$ cat src/logic/ifpc_pkg.sv
`default_nettype none
package ifpc_pkg;

  ////////////////////////////////////////////////////////////////////////////
  // exception vectors
  localparam logic [7:0] VEC_NONE        = 8'h00;
  localparam logic [7:0] VEC_UNDEF_OP    = 8'h06;
  localparam logic [7:0] VEC_COPROC_OVR  = 8'h09;
  localparam logic [7:0] VEC_NOT_PRESENT = 8'h0b;
  localparam logic [7:0] VEC_STACK       = 8'h0c;
  localparam logic [7:0] VEC_GEN_PROT    = 8'h0d;

  localparam logic [15:0] WORD_LAST_OFFSET = 16'hffff;
  localparam logic [15:0] COPROC_PORT      = 16'h00fa;
  localparam logic [1:0]  CPL_KERNEL       = 2'h0;

  ////////////////////////////////////////////////////////////////////////////
  // flag word layout
  localparam int FLAG_ZF      = 6;
  localparam int FLAG_IF      = 9;
  localparam int FLAG_IO_PRIVILEGE_LEVEL_LO = 12;
  localparam int FLAG_IO_PRIVILEGE_LEVEL_HI = 13;
  localparam int FLAG_NT      = 14;
  localparam logic [15:0] FLAGS_RST = 16'h0000;

  ////////////////////////////////////////////////////////////////////////////
  // register map, byte addresses
  localparam int ADR_W = 8;
  localparam logic [ADR_W-1:0] REG_CTRL   = 8'h00;
  localparam logic [ADR_W-1:0] REG_STATUS = 8'h04;
  localparam logic [ADR_W-1:0] REG_FLAGS  = 8'h08;
  localparam logic [ADR_W-1:0] REG_FAULTS = 8'h0c;
  localparam int CTRL_PROT_BIT   = 0;
  localparam int CTRL_CPL_LO     = 1;
  localparam int CTRL_CPL_HI     = 2;
  localparam int STAT_SEEN_BIT   = 8;
  localparam logic [31:0] DAT_ZERO = 32'h0000_0000;
  localparam logic [15:0] CNT_ONE  = 16'h0001;

  ////////////////////////////////////////////////////////////////////////////
  typedef enum logic [3:0] {
    OP_PLAIN        = 4'h0,
    OP_PROT_ONLY    = 4'h1,
    OP_PRIV         = 4'h2,
    OP_IO           = 4'h3,
    OP_SEG_LOAD     = 4'h4,
    OP_SEL_CHECK    = 4'h5,
    OP_FAR_XFER     = 4'h6,
    OP_FLAG_LOAD    = 4'h7,
    OP_COPROC_START = 4'h8,
    OP_COPROC_XFER  = 4'h9,
    OP_LOCKED       = 4'ha,
    OP_STRING       = 4'hb
  } ifpc_op_t;

  typedef enum logic [1:0] {
    ST_IDLE     = 2'b00,
    ST_EA_EXTRA = 2'b01
  } ifpc_state_t;

  typedef enum logic {
    PH1 = 1'b0,
    PH2 = 1'b1
  } ifpc_phase_t;

  typedef struct packed {
    logic        valid;
    ifpc_op_t    op;
    logic        lock_prefix;
    logic        desc_access;
    logic        mem;
    logic        dir;
    logic        word;
    logic        sext;
    logic [15:0] imm;
    logic        three_comp;
    logic [15:0] offset;
    logic [15:0] limit;
    logic        stack_seg;
    logic        access_ok;
    logic        present;
    logic [1:0]  requested_privilege_level;
    logic [1:0]  descriptor_privilege_level;
    logic        dest_ss;
    logic        to_code;
    logic [15:0] flags_in;
    logic        xfer_io;
    logic        first;
  } ifpc_req_t;

  typedef struct packed {
    logic        valid;
    logic        fault;
    logic [7:0]  vector;
    logic [15:0] operand;
    logic        to_reg;
    logic        word;
    logic        zf;
  } ifpc_resp_t;

  typedef struct packed {
    logic        valid;
    logic        is_io;
    logic [15:0] addr;
  } ifpc_bus_t;

  typedef struct packed {
    logic             cyc;
    logic             stb;
    logic             we;
    logic [ADR_W-1:0] adr;
    logic [3:0]       sel;
    logic [31:0]      dat;
  } ifpc_wb_req_t;

  typedef struct packed {
    logic       hit;
    logic [7:0] vec;
  } ifpc_fault_t;

endpackage
`default_nettype wire

$ cat src/logic/ifpc_check.sv
// Functional notes
// - protected-only opcode in real mode raises vector 6
// - real mode word access at offset ffff raises vector 13
// - real mode flag loads force io_privilege_level and nested_task_flag to zero
// - real mode coprocessor operand past segment limit raises vector 9
// - marked instructions drive bus lock regardless of lock prefix
// - multi-transfer instructions may release bus lock between operand transfers
// - protected mode limit or access fault raises 13, stack limit raises 12
// - segment load checks privilege; not present raises 11, or 12 for stack
// - descriptor table accesses of marked instructions assert bus lock
// - far transfer to other code segment with privilege violation raises 13
// - privileged ops need level 0; io ops fault when level exceeds io level
// - flag pop keeps interrupt enable if level above io level; io level only at 0
// - selector check privilege violation gives no exception, clears zero flag
// - coprocessor escape: start fault 13, stack 12, transfer limit 9
// - control transfer destination beyond code segment limit raises 13
// - direction bit 1 moves result into register operand, 0 from it
// - word size bit 1 is word operation, 0 is byte operation
// - sign extend bit 1 extends immediate byte to 16 bits, 0 takes full word
// - three-component offset calculation costs one extra clock
// - during reset each system clock begins processor phase 2
// - coproc_operand_ack active on first bus operation of operand transfer
//
// Decided for this implementation: register access over Wishbone and the register offsets.
`timescale 1ns/1ps
`default_nettype none
module ifpc_check (
  input  wire logic                 i_core_clk,
  input  wire logic                 i_srst,
  input  wire ifpc_pkg::ifpc_wb_req_t i_wb,
  output logic                      o_wb_ack,
  output logic               [31:0] o_wb_dat,
  input  wire ifpc_pkg::ifpc_req_t  i_req,
  output logic                      o_req_ready,
  output ifpc_pkg::ifpc_resp_t      o_resp,
  output ifpc_pkg::ifpc_bus_t       o_bus,
  output logic                      o_bus_lock,
  output logic                      o_coproc_operand_ack,
  output logic                      o_proc_phase2
);

  ////////////////////////////////////////////////////////////////////////////
  typedef struct packed {
    ifpc_pkg::ifpc_state_t st;
    ifpc_pkg::ifpc_req_t   held;
    logic                  ready;
    logic                  prot;
    logic [1:0]            current_privilege_level;
    logic [15:0]           flags;
    logic [7:0]            last_vec;
    logic                  fault_seen;
    logic [15:0]           fault_cnt;
    ifpc_pkg::ifpc_resp_t  resp;
    ifpc_pkg::ifpc_bus_t   bus;
    logic                  lock;
    logic                  ack_pe;
    ifpc_pkg::ifpc_phase_t phase;
    logic                  wb_ack;
    logic [31:0]           wb_dat;
  } ifpc_check_state_t;

  ifpc_check_state_t state;
  ifpc_check_state_t next_state;

  ////////////////////////////////////////////////////////////////////////////
  // helpers
  // end of the operand, one bit wider so ffff plus one does not wrap
  function automatic logic over_limit(input logic [15:0] off, input logic word,
                                      input logic [15:0] lim);
    logic [16:0] last;
    last = {1'b0, off} + {16'h0000, word};
    return last > {1'b0, lim};
  endfunction
  // data-segment style rule: effective level is the weaker of current and requested
  function automatic logic priv_bad(input logic [1:0] current_privilege_level, input logic [1:0] requested_privilege_level,
                                    input logic [1:0] descriptor_privilege_level);
    logic [1:0] eff;
    eff = (requested_privilege_level > current_privilege_level) ? requested_privilege_level : current_privilege_level;
    return eff > descriptor_privilege_level;
  endfunction
  function automatic ifpc_pkg::ifpc_fault_t mk(input logic [7:0] v);
    ifpc_pkg::ifpc_fault_t f;
    f.hit = 1'b1;
    f.vec = v;
    return f;
  endfunction
  // memory operand fault, stack segment gets its own vector
  function automatic ifpc_pkg::ifpc_fault_t mem_fault(input ifpc_pkg::ifpc_req_t r);
    ifpc_pkg::ifpc_fault_t f;
    f.hit = 1'b0;
    f.vec = ifpc_pkg::VEC_NONE;
    if (r.stack_seg && over_limit(r.offset, r.word, r.limit)) begin
      f = mk(ifpc_pkg::VEC_STACK);
    end else if (!r.access_ok || over_limit(r.offset, r.word, r.limit)) begin
      f = mk(ifpc_pkg::VEC_GEN_PROT);
    end
    return f;
  endfunction
  function automatic ifpc_pkg::ifpc_fault_t real_fault(input ifpc_pkg::ifpc_req_t r);
    ifpc_pkg::ifpc_fault_t f;
    f.hit = 1'b0;
    f.vec = ifpc_pkg::VEC_NONE;
    if (r.op == ifpc_pkg::OP_PROT_ONLY) begin
      f = mk(ifpc_pkg::VEC_UNDEF_OP);
    end else if (r.op == ifpc_pkg::OP_COPROC_XFER) begin
      if (over_limit(r.offset, r.word, r.limit)) begin
        f = mk(ifpc_pkg::VEC_COPROC_OVR);
      end
    end else if (r.op == ifpc_pkg::OP_FAR_XFER &&
                 (!r.to_code || r.offset > r.limit)) begin
      f = mk(ifpc_pkg::VEC_GEN_PROT);
    end else if (r.mem && r.word && r.offset == ifpc_pkg::WORD_LAST_OFFSET) begin
      f = mk(ifpc_pkg::VEC_GEN_PROT);
    end
    return f;
  endfunction
  function automatic ifpc_pkg::ifpc_fault_t prot_fault(input ifpc_pkg::ifpc_req_t r,
                                                       input logic [1:0] current_privilege_level,
                                                       input logic [1:0] io_privilege_level);
    ifpc_pkg::ifpc_fault_t f;
    f.hit = 1'b0;
    f.vec = ifpc_pkg::VEC_NONE;
    case (r.op)
      ifpc_pkg::OP_PRIV: begin
        if (current_privilege_level != ifpc_pkg::CPL_KERNEL) begin
          f = mk(ifpc_pkg::VEC_GEN_PROT);
        end
      end
      ifpc_pkg::OP_IO: begin
        if (current_privilege_level > io_privilege_level) begin
          f = mk(ifpc_pkg::VEC_GEN_PROT);
        end
      end
      ifpc_pkg::OP_SEG_LOAD: begin
        // stack selector must match the current level exactly
        if (r.dest_ss ? (r.requested_privilege_level != current_privilege_level || r.descriptor_privilege_level != current_privilege_level) : priv_bad(current_privilege_level, r.requested_privilege_level, r.descriptor_privilege_level)) begin
          f = mk(ifpc_pkg::VEC_GEN_PROT);
        end else if (!r.present) begin
          f = mk(r.dest_ss ? ifpc_pkg::VEC_STACK : ifpc_pkg::VEC_NOT_PRESENT);
        end
      end
      ifpc_pkg::OP_FAR_XFER: begin
        if (!r.to_code || r.offset > r.limit) begin
          f = mk(ifpc_pkg::VEC_GEN_PROT);
        end else if (priv_bad(current_privilege_level, r.requested_privilege_level, r.descriptor_privilege_level)) begin
          f = mk(ifpc_pkg::VEC_GEN_PROT);
        end
      end
      ifpc_pkg::OP_COPROC_START: begin
        f = mem_fault(r);
      end
      ifpc_pkg::OP_COPROC_XFER: begin
        if (over_limit(r.offset, r.word, r.limit)) begin
          f = mk(ifpc_pkg::VEC_COPROC_OVR);
        end
      end
      ifpc_pkg::OP_SEL_CHECK: begin
        f.hit = 1'b0;
      end
      default: begin
        if (r.mem) begin
          f = mem_fault(r);
        end
      end
    endcase
    return f;
  endfunction

  // flag image after a flag load; the protection gates depend on mode
  function automatic logic [15:0] load_flags(input logic [15:0] old, input logic [15:0] nw,
                                             input logic prot, input logic [1:0] current_privilege_level);
    logic [15:0] f;
    logic [1:0]  old_io_privilege_level;
    f = nw;
    old_io_privilege_level = old[ifpc_pkg::FLAG_IO_PRIVILEGE_LEVEL_HI:ifpc_pkg::FLAG_IO_PRIVILEGE_LEVEL_LO];
    if (!prot) begin
      f[ifpc_pkg::FLAG_IO_PRIVILEGE_LEVEL_HI:ifpc_pkg::FLAG_IO_PRIVILEGE_LEVEL_LO] = 2'h0;
      f[ifpc_pkg::FLAG_NT] = 1'b0;
    end else begin
      if (current_privilege_level > old_io_privilege_level) begin
        f[ifpc_pkg::FLAG_IF] = old[ifpc_pkg::FLAG_IF];
      end
      if (current_privilege_level != ifpc_pkg::CPL_KERNEL) begin
        f[ifpc_pkg::FLAG_IO_PRIVILEGE_LEVEL_HI:ifpc_pkg::FLAG_IO_PRIVILEGE_LEVEL_LO] = old_io_privilege_level;
      end
    end
    return f;
  endfunction

  // byte-lane merge for register writes
  function automatic logic [31:0] merge(input logic [31:0] old, input logic [31:0] nw,
                                        input logic [3:0] sel);
    logic [31:0] m;
    m = old;
    for (int i = 0; i < 4; i++) begin
      if (sel[i]) begin
        m[i*8 +: 8] = nw[i*8 +: 8];
      end
    end
    return m;
  endfunction

  ////////////////////////////////////////////////////////////////////////////
  // request selection and operand forming
  ifpc_pkg::ifpc_req_t cur;
  logic                go;
  logic [15:0]         fmt_operand;

  always_comb begin
    if (state.st == ifpc_pkg::ST_EA_EXTRA) begin
      cur = state.held;
      go  = 1'b1;
    end else begin
      cur = i_req;
      // three-part offsets park for one clock first
      go  = i_req.valid && state.ready && !i_req.three_comp;
    end
  end

  ifpc_operand_fmt u_fmt (
    .i_word    (cur.word),
    .i_sext    (cur.sext),
    .i_imm     (cur.imm),
    .o_operand (fmt_operand)
  );

  ////////////////////////////////////////////////////////////////////////////
  // next-state logic
  always_comb begin
    ifpc_pkg::ifpc_fault_t f;
    logic [31:0]           ctrl_img;
    logic [31:0]           stat_img;
    logic [31:0]           wdat;
    logic                  commit;
    logic                  need_lock;
    logic                  wb_go;
    logic                  hw_fault;

    next_state = state;
    f          = state.prot ? prot_fault(cur, state.current_privilege_level,
                   state.flags[ifpc_pkg::FLAG_IO_PRIVILEGE_LEVEL_HI:ifpc_pkg::FLAG_IO_PRIVILEGE_LEVEL_LO])
                            : real_fault(cur);
    commit     = go && !f.hit;
    hw_fault   = go && f.hit;
    ctrl_img   = {29'h0000_0000, state.current_privilege_level, state.prot};
    stat_img   = {23'h00_0000, state.fault_seen, state.last_vec};
    wdat       = ifpc_pkg::DAT_ZERO;
    wb_go      = i_wb.cyc && i_wb.stb && !state.wb_ack;

    // phase follows the system clock; reset keeps restarting phase 2
    next_state.phase = (state.phase == ifpc_pkg::PH2) ? ifpc_pkg::PH1 : ifpc_pkg::PH2;

    // sequencing
    if (state.st == ifpc_pkg::ST_EA_EXTRA) begin
      next_state.st = ifpc_pkg::ST_IDLE;
    end else if (i_req.valid && state.ready && i_req.three_comp) begin
      next_state.st   = ifpc_pkg::ST_EA_EXTRA;
      next_state.held = i_req;
    end
    next_state.ready = (next_state.st == ifpc_pkg::ST_IDLE);

    // response; a fault carries its vector and the current zero flag, no operand or result
    next_state.resp.valid   = go;
    next_state.resp.fault   = hw_fault;
    next_state.resp.vector  = hw_fault ? f.vec : ifpc_pkg::VEC_NONE;
    next_state.resp.operand = commit ? fmt_operand : 16'h0000;
    next_state.resp.to_reg  = commit && cur.dir;
    next_state.resp.word    = commit && cur.word;
    next_state.resp.zf      = state.flags[ifpc_pkg::FLAG_ZF];

    if (commit && cur.op == ifpc_pkg::OP_FLAG_LOAD) begin
      next_state.flags = load_flags(state.flags, cur.flags_in, state.prot, state.current_privilege_level);
    end
    if (commit && cur.op == ifpc_pkg::OP_SEL_CHECK) begin
      // a bad selector answers with zero flag low and no result
      next_state.flags[ifpc_pkg::FLAG_ZF] = !priv_bad(state.current_privilege_level, cur.requested_privilege_level, cur.descriptor_privilege_level);
      next_state.resp.zf = !priv_bad(state.current_privilege_level, cur.requested_privilege_level, cur.descriptor_privilege_level);
      if (priv_bad(state.current_privilege_level, cur.requested_privilege_level, cur.descriptor_privilege_level)) begin
        next_state.resp.operand = 16'h0000;
        next_state.resp.to_reg  = 1'b0;
      end
    end

    // lock is held for one transfer only, so repeated ops drop it between items
    need_lock = cur.lock_prefix || cur.op == ifpc_pkg::OP_LOCKED;
    need_lock = need_lock || (state.prot && cur.desc_access);
    next_state.lock = go && need_lock;

    // bus operation that carries the operand
    next_state.bus.valid = commit && (cur.mem || cur.op == ifpc_pkg::OP_COPROC_XFER);
    next_state.bus.is_io = commit && cur.op == ifpc_pkg::OP_COPROC_XFER && cur.xfer_io;
    next_state.bus.addr  = (commit && cur.op == ifpc_pkg::OP_COPROC_XFER && cur.xfer_io)
                           ? ifpc_pkg::COPROC_PORT : cur.offset;
    next_state.ack_pe    = commit && cur.op == ifpc_pkg::OP_COPROC_XFER && cur.first;

    // status
    if (hw_fault) begin
      next_state.last_vec  = f.vec;
      next_state.fault_cnt = state.fault_cnt + ifpc_pkg::CNT_ONE;
    end

    // register slave: answer one clock after the strobe, drop ack the next
    next_state.wb_ack = wb_go;
    next_state.wb_dat = ifpc_pkg::DAT_ZERO;
    if (wb_go && !i_wb.we) begin
      if (i_wb.adr == ifpc_pkg::REG_CTRL) begin
        next_state.wb_dat = ctrl_img;
      end else if (i_wb.adr == ifpc_pkg::REG_STATUS) begin
        next_state.wb_dat = stat_img;
      end else if (i_wb.adr == ifpc_pkg::REG_FLAGS) begin
        next_state.wb_dat = {16'h0000, state.flags};
      end else if (i_wb.adr == ifpc_pkg::REG_FAULTS) begin
        next_state.wb_dat = {16'h0000, state.fault_cnt};
      end else begin
        next_state.wb_dat = ifpc_pkg::DAT_ZERO;
      end
    end
    if (wb_go && i_wb.we) begin
      if (i_wb.adr == ifpc_pkg::REG_CTRL) begin
        wdat = merge(ctrl_img, i_wb.dat, i_wb.sel);
        next_state.prot = wdat[ifpc_pkg::CTRL_PROT_BIT];
        next_state.current_privilege_level  = wdat[ifpc_pkg::CTRL_CPL_HI:ifpc_pkg::CTRL_CPL_LO];
      end else if (i_wb.adr == ifpc_pkg::REG_STATUS) begin
        if (i_wb.sel[1] && i_wb.dat[ifpc_pkg::STAT_SEEN_BIT]) begin
          next_state.fault_seen = 1'b0;
        end
      end else if (i_wb.adr == ifpc_pkg::REG_FLAGS) begin
        // an instruction committing flags in the same clock wins
        if (!(commit && (cur.op == ifpc_pkg::OP_FLAG_LOAD ||
                         cur.op == ifpc_pkg::OP_SEL_CHECK))) begin
          wdat = merge({16'h0000, state.flags}, i_wb.dat, i_wb.sel);
          next_state.flags = wdat[15:0];
        end
      end
    end
    // sticky fault flag: a new fault beats the software clear
    if (hw_fault) begin
      next_state.fault_seen = 1'b1;
    end
  end

  ////////////////////////////////////////////////////////////////////////////
  // state register
  always_ff @(posedge i_core_clk) begin
    if (i_srst) begin
      state            <= '0;
      state.ready      <= 1'b1;
      state.flags      <= ifpc_pkg::FLAGS_RST;
      state.phase      <= ifpc_pkg::PH2;
    end else begin
      state <= next_state;
    end
  end

  ////////////////////////////////////////////////////////////////////////////
  // outputs
  always_comb begin
    o_wb_ack             = state.wb_ack;
    o_wb_dat             = state.wb_dat;
    o_req_ready          = state.ready;
    o_resp               = state.resp;
    o_bus                = state.bus;
    o_bus_lock           = state.lock;
    o_coproc_operand_ack = state.ack_pe;
    o_proc_phase2        = (state.phase == ifpc_pkg::PH2);
  end

endmodule // ifpc_check
`default_nettype wire

$ cat src/logic/ifpc_operand_fmt.sv
`timescale 1ns/1ps
`default_nettype none
module ifpc_operand_fmt (
  input  wire logic        i_word,
  input  wire logic        i_sext,
  input  wire logic [15:0] i_imm,
  output logic      [15:0] o_operand
);

  always_comb begin
    if (!i_word) begin
      o_operand = {8'h00, i_imm[7:0]};
    end else if (i_sext) begin
      o_operand = {{8{i_imm[7]}}, i_imm[7:0]};
    end else begin
      o_operand = i_imm;
    end
  end

endmodule // ifpc_operand_fmt
`default_nettype wire

$ cat config.mk
export PLATFORM = sky130hd
export DESIGN_NAME = ifpc_check
export DESIGN_NICKNAME = d
export VERILOG_FILES = /design/src/logic/ifpc_pkg.sv /design/src/logic/ifpc_check.sv /design/src/logic/ifpc_operand_fmt.sv
export SDC_FILE = /design/constraint.sdc
export NUM_CORES = 1
export LEC_CHECK = 0
export ABC_AREA = 1
export BUFFER_PORTS_ARGS = -buffer_cell sky130_fd_sc_hd__buf_2
export CORE_ASPECT_RATIO = 1.1
export CORE_MARGIN = 4
export CORE_UTILIZATION = 50
export CTS_CLUSTER_SIZE = 8
export DETAILED_ROUTE_END_ITERATION = 6
export GPL_TIMING_DRIVEN = 0
export HOLD_SLACK_MARGIN = 0.03
export PLACE_DENSITY = 0.71
export SKIP_LAST_GASP = 1
export SLEW_MARGIN = 20
export SYNTH_ARGS = -nofsm -noshare
export SYNTH_HDL_FRONTEND = slang
export SYNTH_SLANG_ARGS = --single-unit
$ cat constraint.sdc
create_clock -name i_core_clk -period 10.3 [get_ports i_core_clk]
set_clock_uncertainty 0.15 [all_clocks]
set_input_delay 1.03 -clock i_core_clk [delete_from_list [all_inputs] [get_ports i_core_clk]]
set_output_delay 1.03 -clock i_core_clk [all_outputs]
set_load 0.005 [all_outputs]
# --- Word level (Yosys, flattened, before mapping) ---
# Cells that the tools add are included.
classes:
  add_sub_neg: 2
  n_lt_le_gt_ge: 5
  n_eq_ne: 20
  n_mux: 55
  n_bitwise: 3
  reduce_logical: 54
ops:
  columns: ["operator", "n"]
  rows:
  - ["two-way mux 16 bit", 11]
  - ["two-way mux 9 bit", 16]
  - ["two-way mux 89 bit", 1]
  - ["two-way mux 86 bit", 1]
  - ["one-hot mux 8 bit (7 select lines)", 1]
  - ["two-way mux 17 bit", 2]
  - ["logical AND 1 bit", 25]
  - ["two-way mux 8 bit", 3]
  - ["adder 16 x 1 -> 17 bit", 1]
  - ["> comparator 17 x 16 -> 1 bit", 1]
  - ["adder 16 x 1 -> 16 bit (second input constant)", 1]
  - ["== test 16 bit (second input constant)", 1]
  - ["== test 4 x 3 -> 1 bit (second input constant)", 4]
  - ["== test 8 x 4 -> 1 bit (second input constant)", 2]
  - ["> comparator 16 bit", 1]
  - ["two-way mux 1 bit", 13]
  - ["== test 4 bit (second input constant)", 3]
  - ["!= test 6 x 5 -> 1 bit (second input constant)", 2]
  - ["== test 4 x 2 -> 1 bit (second input constant)", 2]
  - ["== test 8 x 3 -> 1 bit (second input constant)", 1]
  - ["zero test 8 bit", 1]
  - ["two-way mux 2 bit", 4]
  - ["nonzero test 2 bit", 4]
  - ["zero test 1 bit", 7]
  - ["other kinds (17)", 31]
word_totals:
  register_bits: 217
  inputBits: 136
  output_inout_bits: 84
  word_cells: 189

# --- Longest topological paths before layout ---
# Gate-level depths: netlist (run 1).
logic_depth:
  word_depth: 20
  mapped_depth: 40
  depth_no_buf: 38

# --- Modules after synthesis ---
# Synthesis (run 1) repeated with hierarchy kept, for this count alone.
hier_totals:
  cells_unflattened: 1462
  hier_area_um2: 10531.4
modules_own_cells:
  columns: ["mod", "n_inst", "cells_each", "area_each_um2", "seq_area_each_um2"]
  rows:
  - ["ifpc_check", 1, 1435, 10387.5, 3823.7]
  - ["ifpc_operand_fmt", 1, 27, 143.9, 0.0]

# --- Worst setup path after synthesis (run 1) ---
# No wires, ideal clock.
synth_path:
  path_kind: "input to register"
  start: "in i_req[77] in the netlist's numbering"
  end: "reg state[115] in the netlist's numbering"
  setup_ns: 0.119
  arrival_time_ns: 4.170
  t_required_ns: 10.031
  slack_ns: 5.860
  stages: 29
  n_path_buf: 1
  path_cell_list: "nand2_1 -> o21ai_0 -> ha_1 -> ha_1 -> inv_1 -> nor2_4 -> nand2_1 -> nor2_1 -> nand2_1 -> xor2_1 -> ha_1 -> a21oi_1 -> o21a_1 -> nand2_1 -> nand2_1 -> nand2_1 -> nand2_1 -> nand2_1 -> nand2_1 -> nand3_1 -> a21oi_1 -> nand3_2 -> nand2_4 -> nand4_4 -> nand2_4 -> buf_6 -> nand3_1 -> o21ai_1 -> a21oi_1"
synth_between:
  elab_chain_len: 18
  elab_cells_between_ends: 28
  classes_between: "1 x add/sub; 1 x order compare; 1 x eq/ne; 17 x mux; 8 x reduce/logical"
synth_lines:
  columns: ["element", "line_no", "source"]
  rows:
  - ["start: declaration", "ifpc_check.sv:33", "input wire ifpc_pkg::ifpc_req_t i_req,"]
  - ["two-way mux 86 bit *", "ifpc_check.sv:210", "if (state.st == ifpc_pkg::ST_EA_EXTRA) begin"]
  - ["adder 16 x 1 -> 17 bit", "ifpc_check.sv:71", "last = {1'b0, off} + {16'h0000, word};"]
  - ["> comparator 17 x 16 -> 1 bit", "ifpc_check.sv:72", "return last > {1'b0, lim};"]
  - ["logical OR 1 bit", "ifpc_check.sv:94", "end else if (!r.access_ok || over_limit(r.offset, r.word, r.limit)) begin"]
  - ["two-way mux 9 bit", "ifpc_check.sv:94", null]
  - ["two-way mux 9 bit", "ifpc_check.sv:92", "if (r.stack_seg && over_limit(r.offset, r.word, r.limit)) begin"]
  - ["two-way mux 9 bit", "ifpc_check.sv:161", "if (r.mem) begin"]
  - ["one-hot mux 1 bit (7 select lines)", "ifpc_check.sv:123", "case (r.op)"]
  - ["[... 2 more ...]", null, null]
  - ["logical AND 1 bit *", "ifpc_check.sv:243", "commit = go && !f.hit;"]
  - ["logical AND 1 bit", "ifpc_check.sv:271", "if (commit && cur.op == ifpc_pkg::OP_FLAG_LOAD) begin"]
  - ["two-way mux 16 bit", "ifpc_check.sv:271", null]
  - ["two-way mux 16 bit", "ifpc_check.sv:329", "if (!(commit && (cur.op == ifpc_pkg::OP_FLAG_LOAD ||"]
  - ["two-way mux 16 bit", "ifpc_check.sv:327", "end else if (i_wb.adr == ifpc_pkg::REG_FLAGS) begin"]
  - ["two-way mux 16 bit", "ifpc_check.sv:323", "end else if (i_wb.adr == ifpc_pkg::REG_STATUS) begin"]
  - ["two-way mux 16 bit", "ifpc_check.sv:319", "if (i_wb.adr == ifpc_pkg::REG_CTRL) begin"]
  - ["two-way mux 16 bit", "ifpc_check.sv:318", "if (wb_go && i_wb.we) begin"]
  - ["end signal: assignment", "ifpc_check.sv:351", "state <= next_state;"]
  - ["end: declaration", "ifpc_check.sv:62", "ifpc_check_state_t state;"]
# Every way passes the cells marked *; elsewhere a longest branch is shown, timed or not.
# A chain may end at the register's enable or synchronous reset.

# --- Worst setup path after layout (run 1) ---
layout_path:
  start: "reg state[216] in the netlist's numbering"
  end: "reg state[94] in the netlist's numbering"
layout_between:
  elab_chain_len: 11
  elab_cells_between_ends: 45
  classes_between: "1 x add/sub; 4 x order compare; 12 x eq/ne; 18 x mux; 10 x reduce/logical"
layout_lines:
  columns: ["element", "line_no", "source"]
  rows:
  - ["== test 2 x 1 -> 1 bit *", "ifpc_check.sv:210", null]
  - ["two-way mux 86 bit", "ifpc_check.sv:210", null]
  - ["adder 16 x 1 -> 17 bit", "ifpc_check.sv:71", null]
  - ["> comparator 17 x 16 -> 1 bit", "ifpc_check.sv:72", null]
  - ["logical OR 1 bit", "ifpc_check.sv:94", null]
  - ["two-way mux 9 bit", "ifpc_check.sv:94", null]
  - ["two-way mux 9 bit", "ifpc_check.sv:92", null]
  - ["two-way mux 9 bit", "ifpc_check.sv:161", null]
  - ["one-hot mux 1 bit (7 select lines)", "ifpc_check.sv:123", null]
  - ["two-way mux 9 bit", "ifpc_check.sv:240", "f = state.prot ? prot_fault(cur, state.current_privilege_level,"]
  - ["logical AND 1 bit *", "ifpc_check.sv:244", "hw_fault = go && f.hit;"]
# Marked as above.

==> out/metrics.cfg, run 1 <==
[run_status]
status=completed

[placed_design]
dpl.hpwl_um=24000
port_buffers=180
place_congestion=0.940

[routing]
avgViaCountPerCell=5.22
drc_errors=0
first_pass_iters=5
routed.top_layer=met4
dr.first_iter.drc_count=749
wl_met1_um=13400
totalWireLength_um=30600
routed-via-count=9907
antenna_left=0
wl_met2_um=14400
wl_met3_um=2120
wire_per_inst_um=16.1

[global_route]
grt_pass1_wl_um=47900
grt_use_total=0.259
grt_pass1_vias=9134
antenna_found_initial=0
grt_max_degree=19
overflow=0

[clock_network]
cts_buffers=17
tritoncts=yes
cts_hold_buf=0
cts-root-buf=clkbuf_16
cts.sinks=191
worstSkewPairLatency_ns=0.44
clk_pin_slew_worst_paths_ns=0.08
htreeDepth=4
cts_buffer_depth=2
ctsResizeCount=0
post_cts_buffers=0

[final_layout]
drive_above_1_share=0.236
final_cell_mix=252 x nand2_1, 191 x dfxtp_1, 182 x buf_2, 159 x inv_1, 135 x nor2_1
area_delta_synth_final_pct=18.2
nNetsFinal=1812
layout_commonest_cell=nand2_1
diodes=0

[power]
p_sw_mw=0.549
cell_internal_pwr_mw=1.25
cellPowerDensity_nw_per_um2=147
power_frac_seq=0.437
p_clk_frac=0.374
swShare=0.305
vdd_drop_max_mv=0.110
combPwrFrac=0.190
p_leak_nw=5.69

[sta]
post-route-min-period_ns=5.65
rsz0062_at_grt=false
period_share=0.549
fmax_mhz=177
setup-violations-final=0
holdWs_ns=0.246
slew_headroom=0.313
setup_tns_ns=0
slew_violations=0
worst_slew_pin_slew_ns=1.02
hold_viol=0

[logic_synthesis]
ys_types=55
synth-seq-cells=191
yosysWarnings=0
synth_largest_area_cell=dfxtp_1
avgSynthCellArea_sq_um=7.30
synth_top_area_share=0.370
ys_top_cells_by_area=dfxtp_1 37%, nand2_1 9.2%, buf_4 6.0%
synth-seq-area-share=0.370
synth_edf_count=0
synthFlopType=dfxtp_1
async_reset_ff_frac=0
synthCells=1416
netlist_area_sq_um=10300

[setup_path]
crit_required_ns=10.49
worstPathArrival_ns=5.85
cp_slowest_cell=clkbuf_1
cp-end-kind=register
crit_buf_inv=9
slowest_delay_ns=0.62
cp-start-kind=register
cp_top_family=buffers and inverters
crit_type=reg -> reg
critPathMaxFanout=10

[die]
die_area_sq_um=23000
rows=54
die_w_um=145
fp.coreArea_sq_um=20100
dieHeight_um=159
initial_core_util=0.515
pin_count=220

[hold_path]
hold_path_class=reg -> reg

[job]
maxCapViolations=0

## layout make-up
type	count	area, sq um
Clock buffer	19	443
Multi-Input combinational cell	924	5030
Fill cell	1913	7850
Sequential cell	191	3820
Clock inverter	13	145
Timing Repair Buffer	180	901
Tap cell	252	315
Inverter	183	687
Buffer	137	873
## registers in the layout, summed over array words and instances (netlist names)
name                  cells
o_wb_ack                  1
state                   127
o_wb_dat                 16
o_bus_lock                1
o_proc_phase2             1
o_resp                   25
o_bus                    18
o_req_ready               1
o_coproc_operand_ack      1
## power groups by stage
stage / Clock [mW] / Combinational (mW) / Sequential (mW)
3_5_place_dp: 0 / 0.335 / 0.803
2_1_floorplan: 0 / 0.226 / 0.800
6_report: 0.673 / 0.342 / 0.787
4_1_cts: 0.679 / 0.338 / 0.786
5_1_grt: 0.710 / 0.381 / 0.790
3_3_place_gp: 0 / 0.330 / 0.802
## path summary, 6_finish.rpt
check | startpoint | end | slack [ns] | cells after the start
min | o_proc_phase2$_SDFF_PP1_ | o_proc_phase2$_SDFF_PP1_ | 0.25 | 1
max | state[216]$_SDFF_PP0_ | state[94]$_SDFFE_PP0P_ | 4.65 | 32
max reg2reg | state[216]$_SDFF_PP0_ | state[94]$_SDFFE_PP0P_ | 4.65 | 32
min reg2reg | o_proc_phase2$_SDFF_PP1_ | o_proc_phase2$_SDFF_PP1_ | 0.25 | 1
## per-layer routing
metal,vias up,GRT usage
li1,4963,-
met1,4526,0.340
met2,371,0.433
met3,47,0.0490
met4,0,0.0807
met5,-,0
## kinds of logic after synthesis
kind of cell | count (synthesis) | share of synthesized area
compound gates | 346 | 0.196
xor+xnor | 14 | 0.0119
fa+ha+maj | 42 | 0.0509
buf+inv | 320 | 0.151
flops | 191 | 0.370
mux | 5 | 0.00496
other cells | 1 | 0.000363
simple gates | 497 | 0.215
## through the flow
step | cells | total power [mW] | cell area (sq um) | util | worst slack (ns)
detailed placement | 1867 | 1.14 | 11600 | 0.579 | 4.72
CTS | 1899 | 1.80 | 12200 | 0.608 | 4.69
global route | 1899 | 1.88 | 12200 | 0.609 | 4.13
finish | 1899 | 1.80 | 12200 | 0.609 | 4.65
floorplan | 1435 | 1.03 | 10400 | - | 5.86
global placement | 1867 | 1.13 | 11600 | 0.579 | 4.76
## synthesized netlist by cell type, types with 5 or more instances
library cell	number
a211oi_1	37
a21oi_1	120
a221oi_1	9
buf_4	82
buf_6	5
clkbuf_1	46
dfxtp_1	191
ha_1	42
inv_1	159
inv_2	23
nand2_1	252
nand2_2	6
nand2_4	6
nand3_1	35
nand4_1	6
nor2_1	135
nor2_2	6
nor2_4	5
nor3_1	12
nor4_1	8
o211ai_1	6
o21ai_0	114
o21ai_1	24
o21ai_2	14
or2_2	7
xor2_1	14
## worst register-to-register path: cells and delay by family (launching register included)
| family | cells | cell delay (ns) |
|---|---|---|
| AO/OA/AOI/OAI | 6 | 1.17 |
| adder cells (fa/ha/maj) | 2 | 0.68 |
| buffers and inverters | 9 | 1.88 |
| flip-flops | 1 | 0.36 |
| AND/OR/NAND/NOR | 15 | 1.30 |
Note: power is estimated with default switching activity, not from simulation.
==> run 2: changes to the inputs <==
--- a/config.mk
+++ b/config.mk
@@ -14,7 +14,7 @@
 export DETAILED_ROUTE_END_ITERATION = 6
 export GPL_TIMING_DRIVEN = 0
 export HOLD_SLACK_MARGIN = 0.03
-export PLACE_DENSITY = 0.71
+export PLACE_DENSITY = 0.74
 export SKIP_LAST_GASP = 1
 export SLEW_MARGIN = 20
 export SYNTH_ARGS = -nofsm -noshare
==> constraint.sdc (replaced) <==
create_clock -name i_core_clk -period 4.5 [get_ports i_core_clk]
set_clock_uncertainty 0.15 [all_clocks]
set_input_delay 0.45 -clock i_core_clk [delete_from_list [all_inputs] [get_ports i_core_clk]]
set_output_delay 0.45 -clock i_core_clk [all_outputs]
set_load 0.005 [all_outputs]
==> run 2 against run 1 <==
  * The run now ends with setup timing left
  * Die area stayed put
  * Combinational power grew to 2.5 times the previous value
  * Wire length grew 4.3%
  * Worst hold slack worse by 0.15 ns
  * Register-to-register slack got worse by 4.7 ns
  * Sequential power rose by 130%
  * Power grew 130%
  * Via count grew 2.9%
  * Global-route usage grew 0.14 points
  * Critical path type unchanged
  * Critical endpoint is now o_bus[12]$_SDFF_PP0_
  * Largest power group unchanged
  * Highest routed layer unchanged
==> out/metrics.cfg, run 2 (same netlist as run 1, synthesis figures left out) <==
[sta]
period_share=1.01  ; +0.460
setup_ws_ns=-0.0410  ; -4.69 ns
slew_headroom=0.191  ; -0.122
rsz0062_at_grt=true
slew_violations=0  ; unchanged
hold_viol=0  ; unchanged
post-route-min-period_ns=4.54  ; -1.11 ns
worst_slew_pin_slew_ns=1.21  ; +0.185 ns
fmax_mhz=220  ; +24%
setup-violations-final=10  ; +10

[clock_network]
cts_buffers=17  ; unchanged
worstSkewPairLatency_ns=0.44  ; about the same
cts.sinks=191  ; unchanged
cts_buffer_depth=2  ; unchanged
htreeDepth=4  ; unchanged
tritoncts=yes
cts-root-buf=clkbuf_16
clk_pin_slew_worst_paths_ns=0.08  ; about the same

[placed_design]
dpl.hpwl_um=24100  ; +0.55%
dp_cells=1867  ; unchanged
port_buffers=180  ; unchanged
place_congestion=0.951  ; +1.2%
pre_cts_slack_ns=-1.01  ; -5.73 ns

[routing]
drc_errors=0  ; unchanged
dr.first_iter.drc_count=704  ; -6.0%
routed-via-count=10200  ; +2.9%
wire_per_inst_um=16.6  ; +3.1%
first_pass_iters=5  ; unchanged
avgViaCountPerCell=5.30  ; +1.7%
totalWireLength_um=31900  ; +4.3%
antenna_left=0  ; unchanged

[die]
pin_count=220  ; unchanged
initial_core_util=0.515  ; unchanged
dieHeight_um=159  ; unchanged
rows=54  ; unchanged
fp.coreArea_sq_um=20100  ; unchanged
die_w_um=145  ; unchanged
die_area_sq_um=23000  ; unchanged

[run_status]
violations=setup timing
status=complete, but fails checks

[final_layout]
final_cell_mix=242 x nand2_1, 189 x dfxtp_1, 181 x buf_2, 156 x inv_1, 127 x nor2_1
area_delta_synth_final_pct=24.6
layout_commonest_cell=nand2_1
largest_reg_flops=127  ; unchanged
nFillCells=1793  ; -6.3%
final_cells=1921  ; +1.2%
utilization=0.641  ; +0.0328
diodes=0  ; unchanged
top_register=state
nNetsFinal=1834  ; +1.2%
drive_above_1_share=0.283  ; +0.0472

[global_route]
top_usage_layer=met2
grt_pass1_wl_um=48400  ; +1.1%
grt_pass1_vias=9519  ; +4.2%
antenna_found_initial=0  ; unchanged
grtUsageMet3=0.0476  ; -0.00143
use_met1=0.336  ; -0.00433
global_route.usage.met2=0.441  ; +0.00875
overflow=0  ; unchanged
grt_use_total=0.260  ; +0.00139
grt_max_degree=20  ; +1

[setup_path]
cp_top_family=simple AND/OR/NAND/NOR gates
startpoint=state[216]$_SDFF_PP0_
critPathMaxFanout=10  ; unchanged
crit_buf_inv=5  ; -4
cp-end-kind=register
r2r_start=state[216]$_SDFF_PP0_
crit_type=reg -> reg
cp-start-kind=register
crit_required_ns=4.65  ; -5.84 ns
slowest_delay_ns=0.35  ; -0.27 ns
cp_slowest_cell=ha_1
worstPathArrival_ns=4.69  ; -1.16 ns

[power]
combPwrFrac=0.209  ; +0.019
p_sw_mw=1.32  ; +140%
swShare=0.317  ; +0.0117
vdd_drop_max_mv=0.279  ; +150%
p_leak_nw=5.93  ; +4.1%
cellPowerDensity_nw_per_um2=324  ; +120%
power_frac_seq=0.432  ; -0.005
p_clk_frac=0.359  ; -0.015
power.total_mw=4.17  ; +130%
cell_internal_pwr_mw=2.85  ; +130%

[job]
maxCapViolations=0  ; unchanged

[hold_path]
hold_path_class=in -> reg
min_from=i_req[15]

## run 2: cell count changes in the layout (fill, tap and decap cells not counted), sizes merged
cell / change
clkbuf: -1
bufinv: -1
inv: -2
buf: +22
clkinv: +4
## run 2: metrics by stage
stage / cell area, sq um / TNS (ns) / hold WS [ns]
finish: 12900 / -0.118 / 0.0944
global route: 12900 / -11.04 / 0.0988
CTS: 12400 / 0 / 0.0872
detailed placement: 11600 / -67.43 / 0.231
global placement: 11600 / -59.42 / 0.224
floorplan: 10400 / 0 / 0.233
## run 2: path summary, 6_finish.rpt
path	endpoint	slack, ns	depth (start not counted)
setup / recovery	o_bus[12]$_SDFF_PP0_	-0.04	32
hold reg to reg	o_proc_phase2$_SDFF_PP1_	0.25	1
setup reg to reg	o_bus[12]$_SDFF_PP0_	-0.04	32
hold / removal	state[143]$_SDFFE_PP0P_	0.09	3
## run 2: area by class of cell
class,instances,area (sq um),area share
multi-input cells,924,5370,0.417
flip-flops and latches,191,3830,0.297
repair buffers,203,1130,0.0882
plain buffers,135,942,0.0732
inverters,183,704,0.0547
clock buffers,19,433,0.0336
well taps,252,315,0.0245
clock inverters,13,145,0.0113
repair inverters,1,5.00,0.000389
## run 2: power by group through the flow
| stage | Clock, mW | Combinational [mW] | Sequential, mW |
|---|---|---|---|
| 3_5_place_dp | 0 | 0.768 | 1.84 |
| 5_1_grt | 1.58 | 0.958 | 1.81 |
| 3_3_place_gp | 0 | 0.752 | 1.84 |
| 4_1_cts | 1.51 | 0.803 | 1.80 |
| 2_1_floorplan | 0 | 0.517 | 1.83 |
| 6_report | 1.50 | 0.870 | 1.80 |
## run 2: timing repair
action	CTS	global route
hold buffers	0	0
endpoints found under the hold margin	0	0
cloned	0	3
setup endpoints to repair	80	78
gates resized for setup	40	91
buffers inserted	6	15
pin swaps	8	25
## run 2: per-layer routing
layer,up-vias,wire length (um),share of wire
li1,5021,-,-
met1,4698,13300,0.42
met2,405,15400,0.48
met3,66,2310,0.072
met4,0,930,0.029
met5,-,0,0
## run 2: tightest hold or removal path, delay by kind of cell
family	cells	cell delay, ns
buf+inv	1	0.09
simple gates	2	0.12
==> run 3: changes to the inputs <==
--- a/config.mk
+++ b/config.mk
@@ -15,6 +15,7 @@
 export GPL_TIMING_DRIVEN = 0
 export HOLD_SLACK_MARGIN = 0.03
 export PLACE_DENSITY = 0.74
+export REMOVE_ABC_BUFFERS = 1
 export SKIP_LAST_GASP = 1
 export SLEW_MARGIN = 20
 export SYNTH_ARGS = -nofsm -noshare
==> run 3 against run 2 <==
  * The flow now finishes without violations
  * First-iteration DRC count fell by 9.4%
  * Combinational power fell by 9.4%
  * Global-route usage fell by 3.5 points
  * Sequential cell count did not move
  * Sequential share of layout area rose by 1.5 points
  * Clock power rose by 5%
  * Register-to-register slack improved by 0.15 ns
  * Cell count fell by 5.7%
  * Fmax rose by 3.3%
  * Utilization fell by 2.9 points
  * Largest power group unchanged
==> out/metrics.cfg, run 3 (same netlist as run 1, synthesis figures left out) <==
[final_layout]
final_cell_mix=243 x nand2_1, 189 x dfxtp_1, 181 x buf_2, 154 x inv_1, 123 x nor2_1
nFillCells=1783  ; -0.56%
top_register=state
drive_above_1_share=0.254  ; -0.0299
largest_reg_flops=127  ; unchanged
nNetsFinal=1723  ; -6.1%
layout_commonest_cell=nand2_1
final_area_sq_um=12300  ; -4.5%
area_delta_synth_final_pct=18.9
utilization=0.612  ; -0.0291

[clock_network]
htreeDepth=4  ; unchanged
cts_buffers=17  ; unchanged
cts.sinks=191  ; unchanged
cts-root-buf=clkbuf_16
tritoncts=yes
clk_pin_slew_worst_paths_ns=0.08  ; about the same
cts_buffer_depth=2  ; unchanged
worstSkewPairLatency_ns=0.44  ; about the same

[setup_path]
reg2reg_to=state[120]$_SDFFE_PP0P_
crit_type=reg -> reg
cp-start-kind=register
worstPathArrival_ns=4.62  ; -0.07 ns
crit_required_ns=4.73  ; +0.08 ns
startpoint=state[215]$_SDFF_PP0_
crit_top_cell=nand2_1
ff2ff_setup_slack_ns=0.10  ; +0.15 ns
cp_slowest_cell=dfxtp_4
r2r_start=state[215]$_SDFF_PP0_
reg2regPathDepth=31  ; -3.1%
critPathMaxFanout=8  ; -2
cp-end-kind=register
cp-endpoint=state[120]$_SDFFE_PP0P_
slowest_delay_ns=0.47  ; +0.12 ns

[power]
vdd_drop_max_mv=0.284  ; +1.7%
p_leak_nw=5.46  ; -7.8%
cellPowerDensity_nw_per_um2=339  ; +4.9%

[global_route]
global_route.usage.met2=0.386  ; -0.0549
grtUsageMet3=0.0453  ; -0.00228
grt_use_total=0.225  ; -0.0348
grt_max_degree=99  ; +400%
use_met1=0.284  ; -0.0518
grt_pass1_wl_um=43300  ; -11%
grt_pass1_vias=8864  ; -6.9%
overflow=0  ; unchanged
top_usage_layer=met2
antenna_found_initial=4  ; +4

[placed_design]
pre_cts_slack_ns=-1.25  ; -0.246 ns
dpl.hpwl_um=18200  ; -24%
post_dp_cell_area_sq_um=10900  ; -6.5%
port_buffers=181  ; +0.56%
place_congestion=0.866  ; -8.9%

[sta]
slew_headroom=0.201  ; +0.0104
fmax_mhz=228  ; +3.3%
rsz0062_at_grt=true
setup_tns_ns=0  ; +0.118 ns
period_share=0.977  ; -0.0323
holdWs_ns=0.105  ; +0.0111 ns
hold_viol=0  ; unchanged
setup-violations-final=0  ; -10
slew_violations=0  ; unchanged
worst_slew_pin_slew_ns=1.19  ; -0.0154 ns
setup_ws_ns=0.104  ; +0.145 ns
post-route-min-period_ns=4.40  ; -0.145 ns

[routing]
wire_per_inst_um=15.3  ; -7.6%
first_pass_iters=5  ; unchanged
drc_errors=0  ; unchanged
antenna_left=0  ; unchanged
routed-via-count=9568  ; -6.1%
dr.first_iter.drc_count=638  ; -9.4%
totalWireLength_um=27800  ; -13%
avgViaCountPerCell=5.28  ; -0.46%

[die]
die_area_sq_um=23000  ; unchanged
die_w_um=145  ; unchanged
dieHeight_um=159  ; unchanged
fp.coreArea_sq_um=20100  ; unchanged
pin_count=220  ; unchanged
initial_core_util=0.515  ; unchanged
rows=54  ; unchanged

[hold_path]
hold_path_class=in -> reg
min_from=i_req[9]

[run_status]
status=completed

[job]
maxCapViolations=0  ; unchanged

## run 3: cell count changes in the layout (fill, tap and decap cells not counted), moves of 4 or more
| cell | previous run | this run |
|---|---|---|
| buf_4 | 95 | 29 |
| clkbuf_1 | 41 | 0 |
| o21ai_2 | 21 | 10 |
| o21ai_0 | 103 | 110 |
| buf_6 | 9 | 4 |
| o21ai_4 | 6 | 11 |
| a21oi_1 | 111 | 115 |
| nand3_1 | 28 | 32 |
| nor2_1 | 127 | 123 |
## run 3: timing repair
action,4_1_cts,5_1_grt
endpoints found under the setup margin,80,76
resized for setup,26,74
pin swaps,3,25
setup buffers,8,29
gates cloned,3,3
hold buffers,0,0
## run 3: stage by stage
| step | instances | total power [mW] |
|---|---|---|
| 4_1_cts | 1778 | 4.11 |
| 5_1_grt | 1812 | 4.36 |
| 6_report | 1812 | 4.17 |
| 3_3_place_gp | 1731 | 2.49 |
| 2_1_floorplan | 1298 | 2.28 |
| 3_5_place_dp | 1735 | 2.52 |
## run 3: critical path, delay by kind of cell (launching register included)
kind | cells | cell delay [ns]
compound gates | 3 | 0.66
xor+xnor | 1 | 0.13
fa+ha+maj | 2 | 0.46
buf+inv | 4 | 0.32
flops | 1 | 0.47
simple gates | 21 | 2.14
## run 3: how the worst min path moves through the flow
stage / slack, ns / cells after the start / end
finish: 0.11 / 3 / state[137]$_SDFFE_PP0P_
global route: 0.10 / 3 / state[195]$_SDFFE_PP0P_
CTS: 0.09 / 3 / state[137]$_SDFFE_PP0P_
detailed placement: 0.23 / 1 / o_proc_phase2$_SDFF_PP1_
global placement: 0.22 / 1 / o_proc_phase2$_SDFF_PP1_
floorplan: 0.23 / 1 / o_proc_phase2$_SDFF_PP1_
## run 3: where the power goes
| group | internal (mW) | leakage [nW] | switching, mW |
|---|---|---|---|
| combinational | 0.297 | 3.61 | 0.491 |
| sequential | 1.77 | 1.56 | 0.0291 |
| clock | 0.807 | 0.294 | 0.775 |
## run 3: cell type report
cell class | instances | area [sq um] | area share
diodes | 2 | 5.00 | 0.000407
clock inverters | 15 | 190 | 0.0155
repair inverters | 1 | 11.3 | 0.000916
inverters | 183 | 746 | 0.0607
flip-flops and latches | 191 | 3830 | 0.312
multi-input cells | 929 | 5430 | 0.442
repair buffers | 222 | 1330 | 0.108
clock buffers | 17 | 425 | 0.0346
well taps | 252 | 315 | 0.0257
## run 3: layer usage
layer,vias up,wire length (um),share of wire
met4,4,634,0.023
met2,286,13600,0.49
met3,45,1680,0.060
li1,4805,-,-
met1,4428,11900,0.43
met5,-,22,0.00079
